**src/amcr_cfg.svh**
```systemverilog
// Purpose: offsets, field positions, reset values for the mixer control bank
// Assumes: byte addresses on APB, one 32-bit word per register
// Notes:   register offsets are word indices; byte address is index times four
`ifndef AMCR_CFG_SVH
`define AMCR_CFG_SVH
`define AMCR_IDX_RESET      7'h00
`define AMCR_IDX_PHONE      7'h0c
`define AMCR_IDX_MIC        7'h0e
`define AMCR_IDX_LINE       7'h10
`define AMCR_IDX_CD         7'h12
`define AMCR_IDX_VIDEO      7'h14
`define AMCR_IDX_AUX        7'h16
`define AMCR_IDX_PCM        7'h18
`define AMCR_IDX_RECSEL     7'h1a
`define AMCR_IDX_RECGAIN    7'h1c
`define AMCR_IDX_GP         7'h20
`define AMCR_IDX_DEPTH      7'h22
`define AMCR_IDX_ROUTE      7'h7a
`define AMCR_RST_MONO_IN    16'h8008
`define AMCR_RST_STEREO_IN  16'h8808
`define AMCR_RST_RECSEL     16'h0000
`define AMCR_RST_RECGAIN    16'h8000
`define AMCR_RST_GP         16'h0000
`define AMCR_RST_DEPTH      16'h0000
`define AMCR_RST_ROUTE      16'h0000
`define AMCR_RST_ID         16'h0000
`define AMCR_MSK_MONO_IN    16'h801f
`define AMCR_MSK_MIC        16'h805f
`define AMCR_MSK_STEREO_IN  16'h9f1f
`define AMCR_MSK_RECSEL     16'h0707
`define AMCR_MSK_RECGAIN    16'h8f0f
`define AMCR_MSK_GP         16'h2f80
`define AMCR_MSK_DEPTH      16'h000f
`define AMCR_MSK_ROUTE      16'hc000
`define AMCR_BIT_MUTE       15
`define AMCR_BIT_BOOST      6
`define AMCR_BIT_SPATIAL    13
`define AMCR_BIT_MONO_SRC   9
`define AMCR_BIT_MIC_CHOOSE 8
`define AMCR_BIT_LOOP       7
`define AMCR_BIT_SIX_CH     15
`define AMCR_BIT_MIC_SWAP   14
`define AMCR_GAIN_ZERO_DB   5'h08
`endif

```
**src/amcr_pkg.sv**
```systemverilog
// Purpose: shared types for the mixer control bank
// Assumes: nothing
// Notes:   one-hot apb slave states
package amcr_pkg;
	typedef logic [15:0] amcr_word_t;
	typedef enum logic [1:0] {
		AMCR_IDLE   = 2'b01,
		AMCR_ACCESS = 2'b10
	} amcr_state_e;
	typedef enum logic [2:0] {
		AMCR_SRC_MIC    = 3'h0,
		AMCR_SRC_CD     = 3'h1,
		AMCR_SRC_VIDEO  = 3'h2,
		AMCR_SRC_AUX    = 3'h3,
		AMCR_SRC_LINE   = 3'h4,
		AMCR_SRC_STEREO = 3'h5,
		AMCR_SRC_MONO   = 3'h6,
		AMCR_SRC_PHONE  = 3'h7
	} amcr_rec_src_e;
	typedef enum logic [1:0] {
		AMCR_DR_SLOTS_10_12 = 2'b00,
		AMCR_DR_SLOTS_7_8   = 2'b01
	} amcr_slot_sel_e;
endpackage

```
**src/amcr_regs.sv**
```systemverilog
// Purpose: APB register bank for the mixer and record path controls
// Assumes: APB slave, zero-wait, byte address = index * 4
// Notes:   16-bit registers sit in the low half of each word
`timescale 1ns/1ps
`include "amcr_cfg.svh"
module amcr_regs (
	input  wire logic                 pclk,
	input  wire logic                 presetn,
	input  wire logic                 clk_en,
	input  wire logic                 psel,
	input  wire logic                 penable,
	input  wire logic                 pwrite,
	input  wire logic [11:0]          paddr,
	input  wire logic [31:0]          pwdata,
	input  wire logic [3:0]           pstrb,
	output logic      [31:0]          prdata,
	output logic                      pready,
	output logic                      pslverr,
	output amcr_pkg::amcr_word_t      phone_ctrl,
	output amcr_pkg::amcr_word_t      mic_ctrl,
	output logic      [4:0]           line_left_gain,
	output logic      [4:0]           line_right_gain,
	output logic      [4:0]           cd_left_gain,
	output logic      [4:0]           cd_right_gain,
	output logic      [4:0]           video_left_gain,
	output logic      [4:0]           video_right_gain,
	output logic      [4:0]           aux_left_gain,
	output logic      [4:0]           aux_right_gain,
	output logic      [4:0]           pcm_left_gain,
	output logic      [4:0]           pcm_right_gain,
	output logic signed [7:0]         mic_gain_half_db,
	output amcr_pkg::amcr_rec_src_e   left_rec_source,
	output amcr_pkg::amcr_rec_src_e   right_rec_source,
	output logic      [3:0]           rec_left_gain,
	output logic      [3:0]           rec_right_gain,
	output logic                      rec_muted,
	output logic                      spatial_enable,
	output logic      [3:0]           depth_level,
	output logic      [1:0]           double_rate_slot_select,
	output logic                      slot_select_reserved,
	output logic                      mono_out_is_mic,
	output logic                      converter_loop,
	output logic      [1:0]           boost_left_mic,
	output logic      [1:0]           boost_right_mic,
	output logic                      shared_pins_outputs
);
	import amcr_pkg::*;
	localparam int NCH = 5;
	localparam logic [6:0] CH_IDX [NCH] = '{`AMCR_IDX_LINE, `AMCR_IDX_CD,
		`AMCR_IDX_VIDEO, `AMCR_IDX_AUX, `AMCR_IDX_PCM};

	amcr_state_e state_reg;
	logic [31:0] prdata_reg;
	logic        err_reg;
	logic        setup;
	logic        wr_req;
	logic        rd_req;
	logic [6:0]  idx;
	logic        addr_ok;
	logic        hit_known;
	logic        soft_rst;
	logic [15:0] wdata16;
	logic [15:0] rd_val;
	logic [15:0] phone_reg;
	logic [15:0] mic_reg;
	logic [15:0] recsel_reg;
	logic [15:0] recgain_reg;
	logic [15:0] gp_reg;
	logic [15:0] depth_reg;
	logic [15:0] route_reg;
	logic [15:0] ch_val [NCH];
	logic [4:0]  ch_l [NCH];
	logic [4:0]  ch_r [NCH];
	logic [NCH-1:0] ch_wr;

	assign setup   = psel && !penable && state_reg == AMCR_IDLE;
	assign idx     = paddr[8:2];
	assign addr_ok = paddr[1:0] == 2'b00 && paddr[11:9] == 3'b000;
	// 16-bit registers live in the low two byte lanes
	assign wdata16 = {pstrb[1] ? pwdata[15:8] : rd_val[15:8],
		pstrb[0] ? pwdata[7:0] : rd_val[7:0]};
	assign wr_req   = psel && penable && pwrite && state_reg == AMCR_ACCESS && !err_reg;
	assign rd_req   = setup && !pwrite;
	// write of any data to the reset register restores defaults
	assign soft_rst = wr_req && idx == `AMCR_IDX_RESET;

	always_comb begin
		rd_val    = 16'h0000;
		hit_known = 1'b1;
		if (!addr_ok) begin
			hit_known = 1'b0;
		end else if (idx == `AMCR_IDX_RESET) begin
			rd_val = `AMCR_RST_ID;
		end else if (idx == `AMCR_IDX_PHONE) begin
			rd_val = phone_reg;
		end else if (idx == `AMCR_IDX_MIC) begin
			rd_val = mic_reg;
		end else if (idx == `AMCR_IDX_LINE) begin
			rd_val = ch_val[0];
		end else if (idx == `AMCR_IDX_CD) begin
			rd_val = ch_val[1];
		end else if (idx == `AMCR_IDX_VIDEO) begin
			rd_val = ch_val[2];
		end else if (idx == `AMCR_IDX_AUX) begin
			rd_val = ch_val[3];
		end else if (idx == `AMCR_IDX_PCM) begin
			rd_val = ch_val[4];
		end else if (idx == `AMCR_IDX_RECSEL) begin
			rd_val = recsel_reg;
		end else if (idx == `AMCR_IDX_RECGAIN) begin
			rd_val = recgain_reg;
		end else if (idx == `AMCR_IDX_GP) begin
			rd_val = gp_reg;
		end else if (idx == `AMCR_IDX_DEPTH) begin
			rd_val = depth_reg;
		end else if (idx == `AMCR_IDX_ROUTE) begin
			rd_val = route_reg;
		end else begin
			hit_known = 1'b0;
		end
	end

	always_ff @(posedge pclk or negedge presetn) begin
		if (!presetn) begin
			state_reg <= AMCR_IDLE;
		end else if (clk_en) begin
			case (state_reg)
				AMCR_IDLE: begin
					if (setup) begin
						state_reg <= AMCR_ACCESS;
					end
				end
				AMCR_ACCESS: begin
					state_reg <= AMCR_IDLE;
				end
				default: begin
					state_reg <= AMCR_IDLE;
				end
			endcase
		end
	end

	// error decided at setup, so the access phase answers in one cycle
	always_ff @(posedge pclk or negedge presetn) begin
		if (!presetn) begin
			err_reg    <= 1'b0;
			prdata_reg <= 32'h0000_0000;
		end else if (clk_en) begin
			if (setup) begin
				err_reg    <= !hit_known;
				prdata_reg <= (rd_req && hit_known) ? {16'h0000, rd_val} : 32'h0000_0000;
			end
		end
	end

	assign pready  = state_reg == AMCR_ACCESS;
	assign pslverr = pready && err_reg;
	assign prdata  = prdata_reg;

	// one block per register; masks zero reserved bits
	always_ff @(posedge pclk or negedge presetn) begin
		if (!presetn) begin
			phone_reg <= `AMCR_RST_MONO_IN;
		end else if (clk_en) begin
			if (soft_rst) begin
				phone_reg <= `AMCR_RST_MONO_IN;
			end else if (wr_req && idx == `AMCR_IDX_PHONE) begin
				phone_reg <= wdata16 & `AMCR_MSK_MONO_IN;
			end
		end
	end

	always_ff @(posedge pclk or negedge presetn) begin
		if (!presetn) begin
			mic_reg <= `AMCR_RST_MONO_IN;
		end else if (clk_en) begin
			if (soft_rst) begin
				mic_reg <= `AMCR_RST_MONO_IN;
			end else if (wr_req && idx == `AMCR_IDX_MIC) begin
				mic_reg <= wdata16 & `AMCR_MSK_MIC;
			end
		end
	end

	always_ff @(posedge pclk or negedge presetn) begin
		if (!presetn) begin
			recsel_reg <= `AMCR_RST_RECSEL;
		end else if (clk_en) begin
			if (soft_rst) begin
				recsel_reg <= `AMCR_RST_RECSEL;
			end else if (wr_req && idx == `AMCR_IDX_RECSEL) begin
				recsel_reg <= wdata16 & `AMCR_MSK_RECSEL;
			end
		end
	end

	always_ff @(posedge pclk or negedge presetn) begin
		if (!presetn) begin
			recgain_reg <= `AMCR_RST_RECGAIN;
		end else if (clk_en) begin
			if (soft_rst) begin
				recgain_reg <= `AMCR_RST_RECGAIN;
			end else if (wr_req && idx == `AMCR_IDX_RECGAIN) begin
				recgain_reg <= wdata16 & `AMCR_MSK_RECGAIN;
			end
		end
	end

	always_ff @(posedge pclk or negedge presetn) begin
		if (!presetn) begin
			gp_reg <= `AMCR_RST_GP;
		end else if (clk_en) begin
			if (soft_rst) begin
				gp_reg <= `AMCR_RST_GP;
			end else if (wr_req && idx == `AMCR_IDX_GP) begin
				gp_reg <= wdata16 & `AMCR_MSK_GP;
			end
		end
	end

	always_ff @(posedge pclk or negedge presetn) begin
		if (!presetn) begin
			depth_reg <= `AMCR_RST_DEPTH;
		end else if (clk_en) begin
			if (soft_rst) begin
				depth_reg <= `AMCR_RST_DEPTH;
			end else if (wr_req && idx == `AMCR_IDX_DEPTH) begin
				depth_reg <= wdata16 & `AMCR_MSK_DEPTH;
			end
		end
	end

	always_ff @(posedge pclk or negedge presetn) begin
		if (!presetn) begin
			route_reg <= `AMCR_RST_ROUTE;
		end else if (clk_en) begin
			if (soft_rst) begin
				route_reg <= `AMCR_RST_ROUTE;
			end else if (wr_req && idx == `AMCR_IDX_ROUTE) begin
				route_reg <= wdata16 & `AMCR_MSK_ROUTE;
			end
		end
	end

	generate
		for (genvar i = 0; i < NCH; i++) begin : g_ch
			assign ch_wr[i] = wr_req && idx == CH_IDX[i];
			amcr_chan #(
				.RST_VAL (`AMCR_RST_STEREO_IN),
				.MASK    (`AMCR_MSK_STEREO_IN)
			) u_chan (
				.pclk      (pclk),
				.presetn   (presetn),
				.clk_en    (clk_en),
				.soft_rst  (soft_rst),
				.wr_en     (ch_wr[i]),
				.wr_data   (wdata16),
				.value     (ch_val[i]),
				.muted     (),
				.left_eff  (ch_l[i]),
				.right_eff (ch_r[i])
			);
		end
	endgenerate

	assign line_left_gain   = ch_l[0];
	assign line_right_gain  = ch_r[0];
	assign cd_left_gain     = ch_l[1];
	assign cd_right_gain    = ch_r[1];
	assign video_left_gain  = ch_l[2];
	assign video_right_gain = ch_r[2];
	assign aux_left_gain    = ch_l[3];
	assign aux_right_gain   = ch_r[3];
	assign pcm_left_gain    = ch_l[4];
	assign pcm_right_gain   = ch_r[4];
	assign phone_ctrl       = phone_reg;
	assign mic_ctrl         = mic_reg;

	amcr_gain u_mic_gain (
		.code    (mic_reg[4:0]),
		.boost   (mic_reg[`AMCR_BIT_BOOST]),
		.half_db (mic_gain_half_db)
	);

	assign left_rec_source  = amcr_rec_src_e'(recsel_reg[10:8]);
	assign right_rec_source = amcr_rec_src_e'(recsel_reg[2:0]);
	// record gain code n is n * 1.5 dB above 0 dB
	assign rec_left_gain    = recgain_reg[11:8];
	assign rec_right_gain   = recgain_reg[3:0];
	assign rec_muted        = recgain_reg[`AMCR_BIT_MUTE];
	assign spatial_enable   = gp_reg[`AMCR_BIT_SPATIAL];
	// depth is linear, 0 to 15 of 15
	assign depth_level      = depth_reg[3:0];
	assign double_rate_slot_select = gp_reg[11:10];
	assign slot_select_reserved = gp_reg[11];
	assign mono_out_is_mic  = gp_reg[`AMCR_BIT_MONO_SRC];
	assign converter_loop   = gp_reg[`AMCR_BIT_LOOP];

	// mic routing: 0=mic1 1=mic2 2=mic3
	logic [2:0] route_sel;
	assign route_sel = {route_reg[`AMCR_BIT_SIX_CH], route_reg[`AMCR_BIT_MIC_SWAP],
		gp_reg[`AMCR_BIT_MIC_CHOOSE]};
	always_comb begin
		boost_left_mic  = 2'd0;
		boost_right_mic = 2'd0;
		case (route_sel)
			3'b000: begin
				boost_left_mic  = 2'd0;
				boost_right_mic = 2'd0;
			end
			3'b001: begin
				boost_left_mic  = 2'd0;
				boost_right_mic = 2'd2;
			end
			3'b010: begin
				boost_left_mic  = 2'd1;
				boost_right_mic = 2'd1;
			end
			3'b011: begin
				boost_left_mic  = 2'd0;
				boost_right_mic = 2'd1;
			end
			3'b100: begin
				boost_left_mic  = 2'd2;
				boost_right_mic = 2'd2;
			end
			3'b101: begin
				boost_left_mic  = 2'd2;
				boost_right_mic = 2'd2;
			end
			3'b110: begin
				boost_left_mic  = 2'd0;
				boost_right_mic = 2'd0;
			end
			default: begin
				boost_left_mic  = 2'd0;
				boost_right_mic = 2'd1;
			end
		endcase
	end
	assign shared_pins_outputs = route_reg[`AMCR_BIT_SIX_CH];
endmodule

```
**src/amcr_chan.sv**
```systemverilog
// Purpose: one mixer input register with mute-gated gain outputs
// Assumes: write mask keeps reserved bits at zero
// Notes:   gain code is kept while muted
`timescale 1ns/1ps
`include "amcr_cfg.svh"
module amcr_chan #(
	parameter logic [15:0] RST_VAL = 16'h8808,
	parameter logic [15:0] MASK    = 16'h9f1f
) (
	input  wire logic                 pclk,
	input  wire logic                 presetn,
	input  wire logic                 clk_en,
	input  wire logic                 soft_rst,
	input  wire logic                 wr_en,
	input  wire logic [15:0]          wr_data,
	output logic      [15:0]          value,
	output logic                      muted,
	output logic      [4:0]           left_eff,
	output logic      [4:0]           right_eff
);
	import amcr_pkg::*;
	logic [15:0] value_reg;
	always_ff @(posedge pclk or negedge presetn) begin
		if (!presetn) begin
			value_reg <= RST_VAL;
		end else if (clk_en) begin
			if (soft_rst) begin
				value_reg <= RST_VAL;
			end else if (wr_en) begin
				value_reg <= wr_data & MASK;
			end
		end
	end
	assign value = value_reg;
	assign muted = value_reg[`AMCR_BIT_MUTE];
	// muted path forces the quietest code; held code is untouched
	assign left_eff  = muted ? 5'h1f : value_reg[12:8];
	assign right_eff = muted ? 5'h1f : value_reg[4:0];
endmodule

```
**src/amcr_gain.sv**
```systemverilog
// Purpose: decode a mixer gain code into half-dB steps
// Assumes: 5-bit code, 1.5 dB per code
// Notes:   output is signed, units of 0.5 dB
`timescale 1ns/1ps
module amcr_gain (
	input  wire logic [4:0]   code,
	input  wire logic         boost,
	output logic signed [7:0] half_db
);
	logic signed [7:0] base;
	// code 0 is +12 dB, -1.5 dB per step, code 8 is 0 dB
	assign base    = 8'sd24 - 8'(signed'({3'b000, code}) * 3);
	// boost adds a fixed 20 dB
	assign half_db = boost ? base + 8'sd40 : base;
endmodule

```
**config.mk**
```make
export PLATFORM = sky130hd
export DESIGN_NAME = amcr_regs
export DESIGN_NICKNAME = d
export VERILOG_FILES = /design/src/amcr_pkg.sv /design/src/amcr_regs.sv /design/src/amcr_chan.sv /design/src/amcr_gain.sv
export VERILOG_INCLUDE_DIRS = /design/src
export SDC_FILE = /design/constraint.sdc
export NUM_CORES = 1
export LEC_CHECK = 0
export ABC_AREA = 1
export BUFFER_PORTS_ARGS = -buffer_cell sky130_fd_sc_hd__buf_2
export CAP_MARGIN = 10
export CORE_MARGIN = 5
export CORE_UTILIZATION = 53
export DETAILED_ROUTE_END_ITERATION = 16
export PLACE_DENSITY = 0.88
export SLEW_MARGIN = 20
export SYNTH_ARGS = -nofsm -noshare
export SYNTH_HDL_FRONTEND = slang
export SYNTH_SLANG_ARGS = --single-unit
export TNS_END_PERCENT = 5
```
**constraint.sdc**
```tcl
create_clock -name pclk -period 2.92 [get_ports pclk]
set_input_delay 0 -clock pclk [delete_from_list [all_inputs] [get_ports pclk]]
set_output_delay 0 -clock pclk [all_outputs]
set_load 0.05 [all_outputs]
```
Word level (Yosys, flattened, before mapping)
Index checks and enable logic that the tools add are counted.

Flip-flop bits (word level): 227. Bits of input ports: 54. Output and inout port bits: 154.

Add/subtract/negate cells: 2. Multiply operators: 1. Eq/ne operators: 20. Mux-type cells: 70. Reduce and logical (&&, ||, !) cells: 60.

Operator list (number): 16-bit 2-to-1 mux (39); 5-bit 2-to-1 mux (10); 7-bit by 5-bit == test with 1-bit output (second input constant) (7); 2-bit AND reduction (14); 8-bit 2-to-1 mux (3); 2-bit nonzero test (12); 1-bit logical AND (23); 7-bit by 4-bit == test with 1-bit output (second input constant) (2); 7-bit by 6-bit == test with 1-bit output (second input constant) (2); 1-bit 2-to-1 mux (14); 3-bit == test (second input constant) (3); 8-bit by 7-bit adder with 8-bit output (second input constant) (1); 2-bit one-hot mux with 2 select lines (2); 6-bit by 8-bit subtractor with 8-bit output (first input constant) (1); 7-bit == test (second input constant) (1); 7-bit zero test (1); 5-bit by 2-bit multiplier with 7-bit output (second input constant) (1); 3-bit zero test (2); 1-bit zero test (4); 2-bit 2-to-1 mux (2); 2-bit OR reduction (2); 3-bit by 1-bit == test with 1-bit output (second input constant) (1); 3-bit by 2-bit == test with 1-bit output (second input constant) (1); 3-bit OR reduction (1); other kinds (4) (4).

Longest topological paths before layout
Gate-level depths: netlist (run 1).

Word-level depth: 18. Mapped depth: 16. Mapped depth without buffers: 15.

Modules after synthesis
Synthesis (run 1) repeated with hierarchy kept, for this count alone.

Cells, all modules: 1096. Area total of the unflattened synthesis: 8111.5 sq um.

By module, submodules not included: amcr_regs (instances 1, cells an instance 640, area an instance 4393.0 sq um, sequential area each 1483.9 sq um); amcr_chan (instances 5, cells an instance 76, area an instance 641.9 sq um, sequential area each 279.0 sq um); amcr_gain (instances 1, cells an instance 76, area an instance 509.2 sq um, sequential area each 0.0 sq um).

Worst setup path before layout (run 1)
OpenSTA, ideal clock, no wires.

Kind: reg-to-output. From: reg mic_reg[0] (netlist: mic_ctrl[0]). To: out mic_gain_half_db[4]. Arrival: 2980 ps. Setup slack: -60 ps. Stages on the path, launching flop included: 8. Path buffers: 0. Cell sequence: dfrtp_1 ha_1 inv_1 fa_1 xor2_1 a21oi_1 xor2_1 o21ai_0.

Cells in the longest elaborated chain, start to end: 4.

Ends and longest elaborated chain: from (decl) (RTL line amcr_regs.sv:65) `logic [15:0] mic_reg;`; from (signal assigned) (RTL line amcr_regs.sv:175) `` mic_reg <= `AMCR_RST_MONO_IN; ``; from (signal assigned) (RTL line amcr_regs.sv:178) `` mic_reg <= `AMCR_RST_MONO_IN; ``; from (signal assigned) (RTL line amcr_regs.sv:180) `` mic_reg <= wdata16 & `AMCR_MSK_MIC; ``; 5-bit by 2-bit multiplier with 7-bit output (*) (RTL line amcr_gain.sv:12) `assign base = 8'sd24 - 8'(signed'({3'b000, code}) * 3);`; 6-bit by 8-bit subtractor with 8-bit output (*) (RTL line amcr_gain.sv:12); 8-bit by 7-bit adder with 8-bit output (RTL line amcr_gain.sv:14) `assign half_db = boost ? base + 8'sd40 : base;`; 8-bit 2-to-1 mux (*) (RTL line amcr_gain.sv:14); to (decl) (RTL line amcr_regs.sv:31) `output logic signed [7:0] mic_gain_half_db,`.

Mark *: on every way between the ends. The rest lies on a longest branch, timed or not.

Worst setup path after layout (run 1)
From: reg mic_reg[1] (netlist: mic_ctrl[1]). To: out mic_gain_half_db[4].

Same word-level chain as after synthesis.

==> results of run 1 <==
-- cell type report --
class | count | share of cell area [%]
Clock buffer | 26 | 5.74
Timing Repair Buffer | 172 | 11.0
Multi-Input combinational cell | 743 | 43.6
Sequential cell | 113 | 32.8
Inverter | 83 | 3.61
Clock inverter | 6 | 0.662
Antenna cell | 1 | 0.0288
Tap cell | 176 | 2.53
-- power groups by stage --
stage	registers (mW)	clock network, mW	logic [mW]
after floorplan	1.60	0	0.247
after global placement	1.60	0	0.316
after detailed placement	1.60	0	0.318
after CTS	1.58	1.97	0.329
after global routing	1.57	2.05	0.356
final	1.58	1.95	0.337
-- layout by cell type, fill, tap and decap left out, drive strengths merged, types with 7 or more instances in the layout --
master         n
dfrtp         92
clkbuf        26
nor2          62
inv           80
conb          36
buf          163
nand2        371
dfstp         21
nor3           7
dlygate4sd3    9
xor2           8
o21ai         44
clkinv         7
a21oi         45
or2           37
nand3        104
ha             8
-- cells in the mapped netlist (5+ instances only) --
master / n
a21oi_1: 33
a21oi_2: 8
buf_2: 11
buf_4: 42
dfrtp_1: 92
dfstp_2: 21
ha_1: 8
inv_1: 64
inv_2: 15
nand2_1: 345
nand2_2: 13
nand2_4: 13
nand3_1: 97
nand3_2: 6
nor2_1: 47
nor2_2: 6
nor2_4: 6
nor3_1: 6
o21ai_0: 27
o21ai_1: 5
o21ai_2: 12
or2_2: 34
xor2_1: 8
-- cells by family after synthesis --
| family | count (synthesis) | share of synthesized area (%) |
|---|---|---|
| AO/OA/AOI/OAI | 98 | 8.75 |
| XOR/XNOR | 12 | 1.45 |
| adder cells (fa/ha/maj) | 9 | 1.66 |
| buffers and inverters | 144 | 10.5 |
| flip-flops | 113 | 39.4 |
| other | 1 | 0.0518 |
| AND/OR/NAND/NOR | 588 | 38.1 |
-- through the flow --
step / setup TNS, ns / utilization [%] / cell area [um^2] / worst slack [ns] / std cells
3_3_place_gp: 0 / 59.8 / 7950 / 0.464 / 1273
4_1_cts: 0 / 64.9 / 8620 / 0.00552 / 1317
6_report: 0 / 65.4 / 8700 / 0.0394 / 1320
5_1_grt: -0.380 / 65.4 / 8690 / -0.164 / 1319
2_1_floorplan: -0.0239 / - / 7370 / -0.0239 / 1000
3_5_place_dp: 0 / 59.8 / 7950 / 0.358 / 1273
-- final timing paths --
kind                                                startpoint                                   to  slack [ns]  cells after the start
setup / recovery                       mic_ctrl[1]$_DFFE_PN0P_                  mic_gain_half_db[4]        0.04                     11
hold / removal                                         penable                prdata[7]$_DFFE_PN0P_        0.03                      6
setup reg to reg                      state_reg[1]$_DFFE_PN0P_           recsel_reg[10]$_DFFE_PN0P_        0.67                      9
hold reg to reg            g_ch[4].u_chan.value[3]$_DFFE_PN1P_  g_ch[4].u_chan.value[3]$_DFFE_PN1P_        0.47                      2
max in group asynchronous                              presetn              mic_ctrl[3]$_DFFE_PN1P_        1.72                      3
min in group asynchronous                              presetn  g_ch[2].u_chan.value[0]$_DFFE_PN0P_        0.23                      2
-- metal layers --
metal	share of wire (%)	global-route usage, %	vias up
li1	-	-	3333
met2	45	44.0	437
met5	0	0	-
met1	40	38.6	3302
met4	3.4	11.4	0
met3	12	7.90	62
-- worst reg2reg max path, delay by kind of cell (launching register included) --
family,cells,cell delay (ns)
simple gates,5,0.88
flops,1,0.34
compound gates,1,0.42
buf+inv,3,0.50
-- what timing repair did --
action / CTS / global route
gates cloned: 0 / 0
endpoints found under the setup margin: 3 / 4
pin swaps: 0 / 9
hold buffers: 9 / 0
buffers inserted: 3 / 2
endpoints found under the hold margin: 68 / 0
gates resized for setup: 2 / 20
==> results.ini, run 1 <==
[status]
status = finished, final reports clean

[die]
die_w_um = 127
initial_utilization_pct = 54.4
dieArea_um2 = 16100
num_rows = 42
num_io_pins = 208
die_h_um = 127
core_um2 = 13300

[timing]
max_slew_margin_pct = 28.2
holdWs_ns = 0.0257
worstMarginPinSlew_ns = 1.07
setup_viol = 0
fin_crit_sh_pct = 98.7
hold_viol_final = 0
fmax_ghz = 0.347
final.setup_skew_ns = 0.0101
rsz0062_at_grt = yes
fin_crit_ns = 2.88
slew_viol_final = 0

[cts]
clock-root-buffer = clkbuf_16
clkTransAtPathRegs_ns = 0.05
cts_buffers = 17
htreeDepth = 4
clock_latency_ns = 0.43
cts_tree = yes
cts_buffer_depth = 2
cts.sinks = 113

[drt]
wirelength_um = 23400
first_pass_iters = 6
drt_first_iter_violations = 847
via_count = 7134
wl_per_cell_um = 17.8
route.detailed.drc = 0
post_drt_via_cell_ratio = 5.40
antenna_left = 0

[worst_setup_path]
timing.critical_path.buf_inv = 3
cp.required_ns = 2.92
cp_slowest_cell = fa_2
arrival_ns = 2.88
worstSetupEndpointType = output port
crit_type = flip-flop to output port
slowest_delay_ns = 0.57
critPathMaxFanout = 5
critical-path-top-delay-family = adder cells
worstPathCellList = ha_2 -> inv_2 -> fa_2 -> nand2_1 -> nor2_2 -> xor2_1 -> inv_1 -> ha_2 -> nand2_1 -> o21ai_1 -> buf_6
startpoint_type = flip-flop

[worst_hold_path]
hold_path.class = primary input to flip-flop

[logic_synthesis]
syn_avg_cell_area_um2 = 7.50
synth_cell_types = 47
synthesis.area_um2 = 7240
synth_edf_count = 0
netlist.area_leader.share_pct = 31.8
ys_ff_latch = 113
async_flop_share_pct = 100
ys_warn_count = 0
synthTopCellsByArea = dfrtp_1 32%, nand2_1 18%, dfstp_2 7.6%
syn_inst = 965
synth_top_area_cell = dfrtp_1
synth_ff_type = dfrtp_1
yosysSeqAreaShare_pct = 39.4

[pwr]
p_int_mw = 2.88
p_clk_share_pct = 50.5
p_seq_share_pct = 40.8
power.density_nw_per_um2 = 444
leakage_nw = 5.05
p_sw_share_pct = 25.4
totalPowerFinal_mw = 3.86
ir_worst_vdd_v = 0.000439
p_switching_mw = 0.982
p_comb_share_pct = 8.7

[layout]
nets = 1193
regArea_um2 = 2850
drive_gt1_share_pct = 30.4
largest_reg_flops = 55
multi_input_area_um2 = 3790
area_growth_pct = 20.2
fillers = 1176

[place]
place_hpwl_um = 16800
place_congestion = 0.966
io_buffers = 152

[global_routing]
grt_pass1_wl_um = 35800
grt_max_degree = 70
antenna_found_initial = 0
overflow = 0
grtUsageTotal_pct = 28.7
grt_pass1_vias = 6721

[run]
drv_cap = 0

Power figures use the tool's default switching activity.
==> run 2, diff against run 1 <==
--- a/config.mk
+++ b/config.mk
@@ -6,7 +6,6 @@
 export SDC_FILE = /design/constraint.sdc
 export NUM_CORES = 1
 export LEC_CHECK = 0
-export ABC_AREA = 1
 export BUFFER_PORTS_ARGS = -buffer_cell sky130_fd_sc_hd__buf_2
 export CAP_MARGIN = 10
 export CORE_MARGIN = 5
==> run 2 against run 1 <==
  * Largest cell class unchanged
  * Die area shrank 0.73%
  * Sequential share of layout area shrank 1.5 points
  * Combinational power rose by 20%
  * Cell count shrank 11%
  * Clock-buffer cell count fell by 5
  * Cell area up 4.9%
  * Critical path type unchanged
  * Total power up 11%
  * Worst hold slack improved by 0.0085 ns
  * Maximum frequency down 8.8%
  * Critical path depth is 1 higher
  * Global-route usage rose by 2.0 points
  * Clock power up 18%
  * The run now ends with negative setup slack left
==> results.ini, run 2 <==
[status]
status = finished with violations  ; was finished, final reports clean
violations = negative setup slack

[worst_hold_path]
min_path_cells = 4  ; was 6
hold_end = prdata[14]$_DFFE_PN0P_  ; was prdata[7]$_DFFE_PN0P_
hold_path.class = primary input to flip-flop  ; unchanged
hp-start = paddr[1]  ; was penable

[worst_setup_path]
r2r_end = depth_reg[1]$_DFFE_PN0P_  ; was recsel_reg[10]$_DFFE_PN0P_
critPathMaxFanout = 4  ; was 5
reg2reg_from = err_reg$_DFFE_PN0P_  ; was state_reg[1]$_DFFE_PN0P_
startpoint_type = flip-flop  ; unchanged
cp.required_ns = 2.92  ; about the same
rr_worst_depth = 6  ; was 9
r2r_setup_slack_ns = 0.41  ; was 0.67 ns
crit_type = flip-flop to output port  ; unchanged
worstSetupEndpointType = output port  ; unchanged
arrival_ns = 3.16  ; was 2.88 ns

[pwr]
p_clk_share_pct = 53.7  ; was 50.5%
p_comb_share_pct = 9.4  ; was 8.7%
power.density_nw_per_um2 = 469  ; was 444 nW/um^2
p_seq_share_pct = 36.9  ; was 40.8%
p_sw_share_pct = 25.3  ; was 25.4%
leakage_nw = 4.32  ; was 5.05 nW
ir_worst_vdd_v = 0.000358  ; was 0.000439 V
p_int_mw = 3.20  ; was 2.88 mW
p_switching_mw = 1.08  ; was 0.982 mW

[logic_synthesis]
synth_most_common_cell = nand2_1  ; unchanged
syn_avg_cell_area_um2 = 8.88  ; was 7.50 um^2
syn_inst = 808  ; was 965
ys_warn_count = 0  ; unchanged
synth_cell_types = 84  ; was 47
async_flop_share_pct = 100  ; unchanged
synthTopCellsByArea = dfrtp_1 32%, dfstp_2 7.7%, nand2_1 6.0%  ; was dfrtp_1 32%, nand2_1 18%, dfstp_2 7.6%
synth_top_area_cell = dfrtp_1  ; unchanged
synth_common_cells = 114 x nand2_1, 92 x dfrtp_1, 76 x o21ai_0  ; was 345 x nand2_1, 97 x nand3_1, 92 x dfrtp_1
synthesis.area_um2 = 7180  ; was 7240 um^2
synth_edf_count = 0  ; unchanged
netlist.area_leader.share_pct = 32.1  ; was 31.8%
yosysSeqAreaShare_pct = 39.8  ; was 39.4%
synth_ff_type = dfrtp_1  ; unchanged
ys_ff_latch = 113  ; unchanged

[timing]
final.setup_skew_ns = 0.00830  ; was 0.0101 ns
fin_crit_sh_pct = 108  ; was 98.7%
worstMarginPinSlew_ns = 0.944  ; was 1.07 ns
fmax_ghz = 0.316  ; was 0.347 GHz
hold_viol_final = 0  ; unchanged
setup_viol = 4  ; was 0
slew_viol_final = 0  ; unchanged
fin_ws_ns = -0.240  ; was 0.0394 ns
max_slew_margin_pct = 36.7  ; was 28.2%
fin_crit_ns = 3.16  ; was 2.88 ns
rsz0062_at_grt = yes  ; unchanged

[place]
place_inst = 1125  ; was 1,273
placed_cell_area_um2 = 8110  ; was 7950 um^2
place_hpwl_um = 18300  ; was 16,800 um
pre_cts_ws_ns = 0.00819  ; was 0.358 ns
place_congestion = 0.981  ; was 0.966
io_buffers = 152  ; unchanged

[global_routing]
grt_pass1_wl_um = 38400  ; was 35,800 um
grt_use_met1_pct = 40.1  ; was 38.6%
grtUsageTotal_pct = 30.6  ; was 28.7%
grt_max_degree = 62  ; was 70
grt_pass1_vias = 6864  ; was 6,721
antenna_found_initial = 0  ; unchanged
overflow = 0  ; unchanged
grt_util_met2_pct = 48.7  ; was 44.0%
grt.busiest_layer = met2  ; unchanged
met3_usage_pct = 7.52  ; was 7.90%

[die]
num_io_pins = 208  ; unchanged
dieArea_um2 = 16000  ; was 16,100 um^2
core_um2 = 13200  ; was 13,300 um^2
num_rows = 42  ; unchanged
die_h_um = 126  ; was 127 um
initial_utilization_pct = 54.2  ; was 54.4%
die_w_um = 126  ; was 127 um

[drt]
wirelength_um = 24900  ; was 23,400 um
route.detailed.drc = 0  ; unchanged
drt_first_iter_violations = 901  ; was 847
via_count = 7236  ; was 7,134
first_pass_iters = 5  ; was 6
antenna_left = 0  ; unchanged
wl_per_cell_um = 21.2  ; was 17.8 um
post_drt_via_cell_ratio = 6.14  ; was 5.40

[layout]
drive_gt1_share_pct = 36.1  ; was 30.4%
layout_commonest_cell = buf_2  ; was nand2_1
largest_reg_flops = 55  ; unchanged
final_cell_mix = 148 x buf_2, 114 x nand2_1, 89 x dfrtp_1  ; was 344 x nand2_1, 147 x buf_2, 96 x nand3_1
nets = 1052  ; was 1,193
fin_cells = 1178  ; was 1,320
area_growth_pct = 27.1  ; was 20.2%
fillers = 1035  ; was 1,176
design_area_um2 = 9120  ; was 8700 um^2
diodes = 0  ; was 1
utilization_pct = 68.9  ; was 65.4%

[cts]
cts.sinks = 113  ; unchanged
cts_buffer_depth = 2  ; unchanged
cts_tree = yes  ; unchanged
clock-root-buffer = clkbuf_16  ; unchanged
htreeDepth = 4  ; unchanged
cts_buffers = 17  ; unchanged
clock_latency_ns = 0.43  ; about the same
clkTransAtPathRegs_ns = 0.06  ; was 0.05 ns

[run]
drv_cap = 0  ; unchanged

-- run 2: cell count changes after synthesis, moves of 15 or more --
| cell | change |
|---|---|
| nand3_1 | -83 |
| inv_2 | -15 |
| nand2_1 | -231 |
| inv_1 | -44 |
| or2_2 | +18 |
| o21ai_1 | +19 |
| clkbuf_1 | +15 |
| o21ai_0 | +49 |
-- run 2: area by class of cell --
cell class              count  area, um^2  share of cell area, %
inverters                  21        78.8                  0.864
flip-flops and latches    113        2860                   31.3
multi-input cells         630        4080                   44.7
well taps                 176         220                   2.41
clock buffers              21         480                   5.27
repair buffers            206        1230                   13.5
clock inverters            11         176                   1.93
-- run 2: worst max path at each step --
stage | startpoint | to
3_3_place_gp | mic_ctrl[0]$_DFFE_PN0P_ | mic_gain_half_db[7]
3_5_place_dp | mic_ctrl[1]$_DFFE_PN0P_ | mic_gain_half_db[7]
6_report | mic_ctrl[1]$_DFFE_PN0P_ | mic_gain_half_db[7]
2_1_floorplan | mic_ctrl[0]$_DFFE_PN0P_ | mic_gain_half_db[5]
4_1_cts | mic_ctrl[1]$_DFFE_PN0P_ | mic_gain_half_db[7]
5_1_grt | mic_ctrl[1]$_DFFE_PN0P_ | mic_gain_half_db[7]
-- run 2: kinds of logic (layout without fill, tap and decap cells) --
kind of cell	Yosys count	in the layout	share of synthesized area [%]
flops	113	113	39.8
mux	15	15	2.16
simple gates	323	323	23.8
xor+xnor	13	13	1.59
compound gates	234	234	23.3
fa+ha+maj	9	9	1.67
other cells	1	36	0.0522
buf+inv	100	259	7.74
-- run 2: layer usage --
metal / up-vias / part of all wire [%] / routed length [um]
met3: 86 / 11 / 2680
met4: 0 / 4.0 / 987
met1: 3448 / 38 / 9550
met2: 531 / 47 / 11700
met5: - / 0 / 0
li1: 3171 / - / -
-- run 2: per-stage QoR --
stage	total power [mW]	TNS, ns	hold WS (ns)
final	4.28	-0.533	0.0341
after floorplan	1.89	0	-0.296
after CTS	4.26	-0.236	0.0169
after global routing	4.36	-0.942	0.0580
after global placement	1.98	0	-0.0527
after detailed placement	1.98	0	-0.0422
-- run 2: critical path, cell delays in order, from the launching register on --
cell,delay [ns]
dfrtp_2,0.44
ha_4,0.17
inv_2,0.04
fa_2,0.58
nor3b_4,0.26
xor2_1,0.12
inv_1,0.12
ha_4,0.19
o21ai_2,0.06
o311ai_1,0.32
a21oi_1,0.13
a21oi_4,0.14
buf_6,0.17
-- run 2: what timing repair did --
action / in CTS / in global routing
pin swaps: 6 / 7
hold endpoints to repair: 117 / 0
endpoints found under the setup margin: 4 / 4
hold buffers: 14 / 0
buffers inserted: 5 / 2
gates resized for setup: 19 / 16
-- run 2: power by group through the flow --
stage	Combinational, mW	Clock [mW]	Sequential, mW
after floorplan	0.289	0	1.60
after global placement	0.373	0	1.60
after detailed placement	0.377	0	1.60
after CTS	0.394	2.29	1.58
after global routing	0.427	2.35	1.58
final	0.404	2.30	1.58
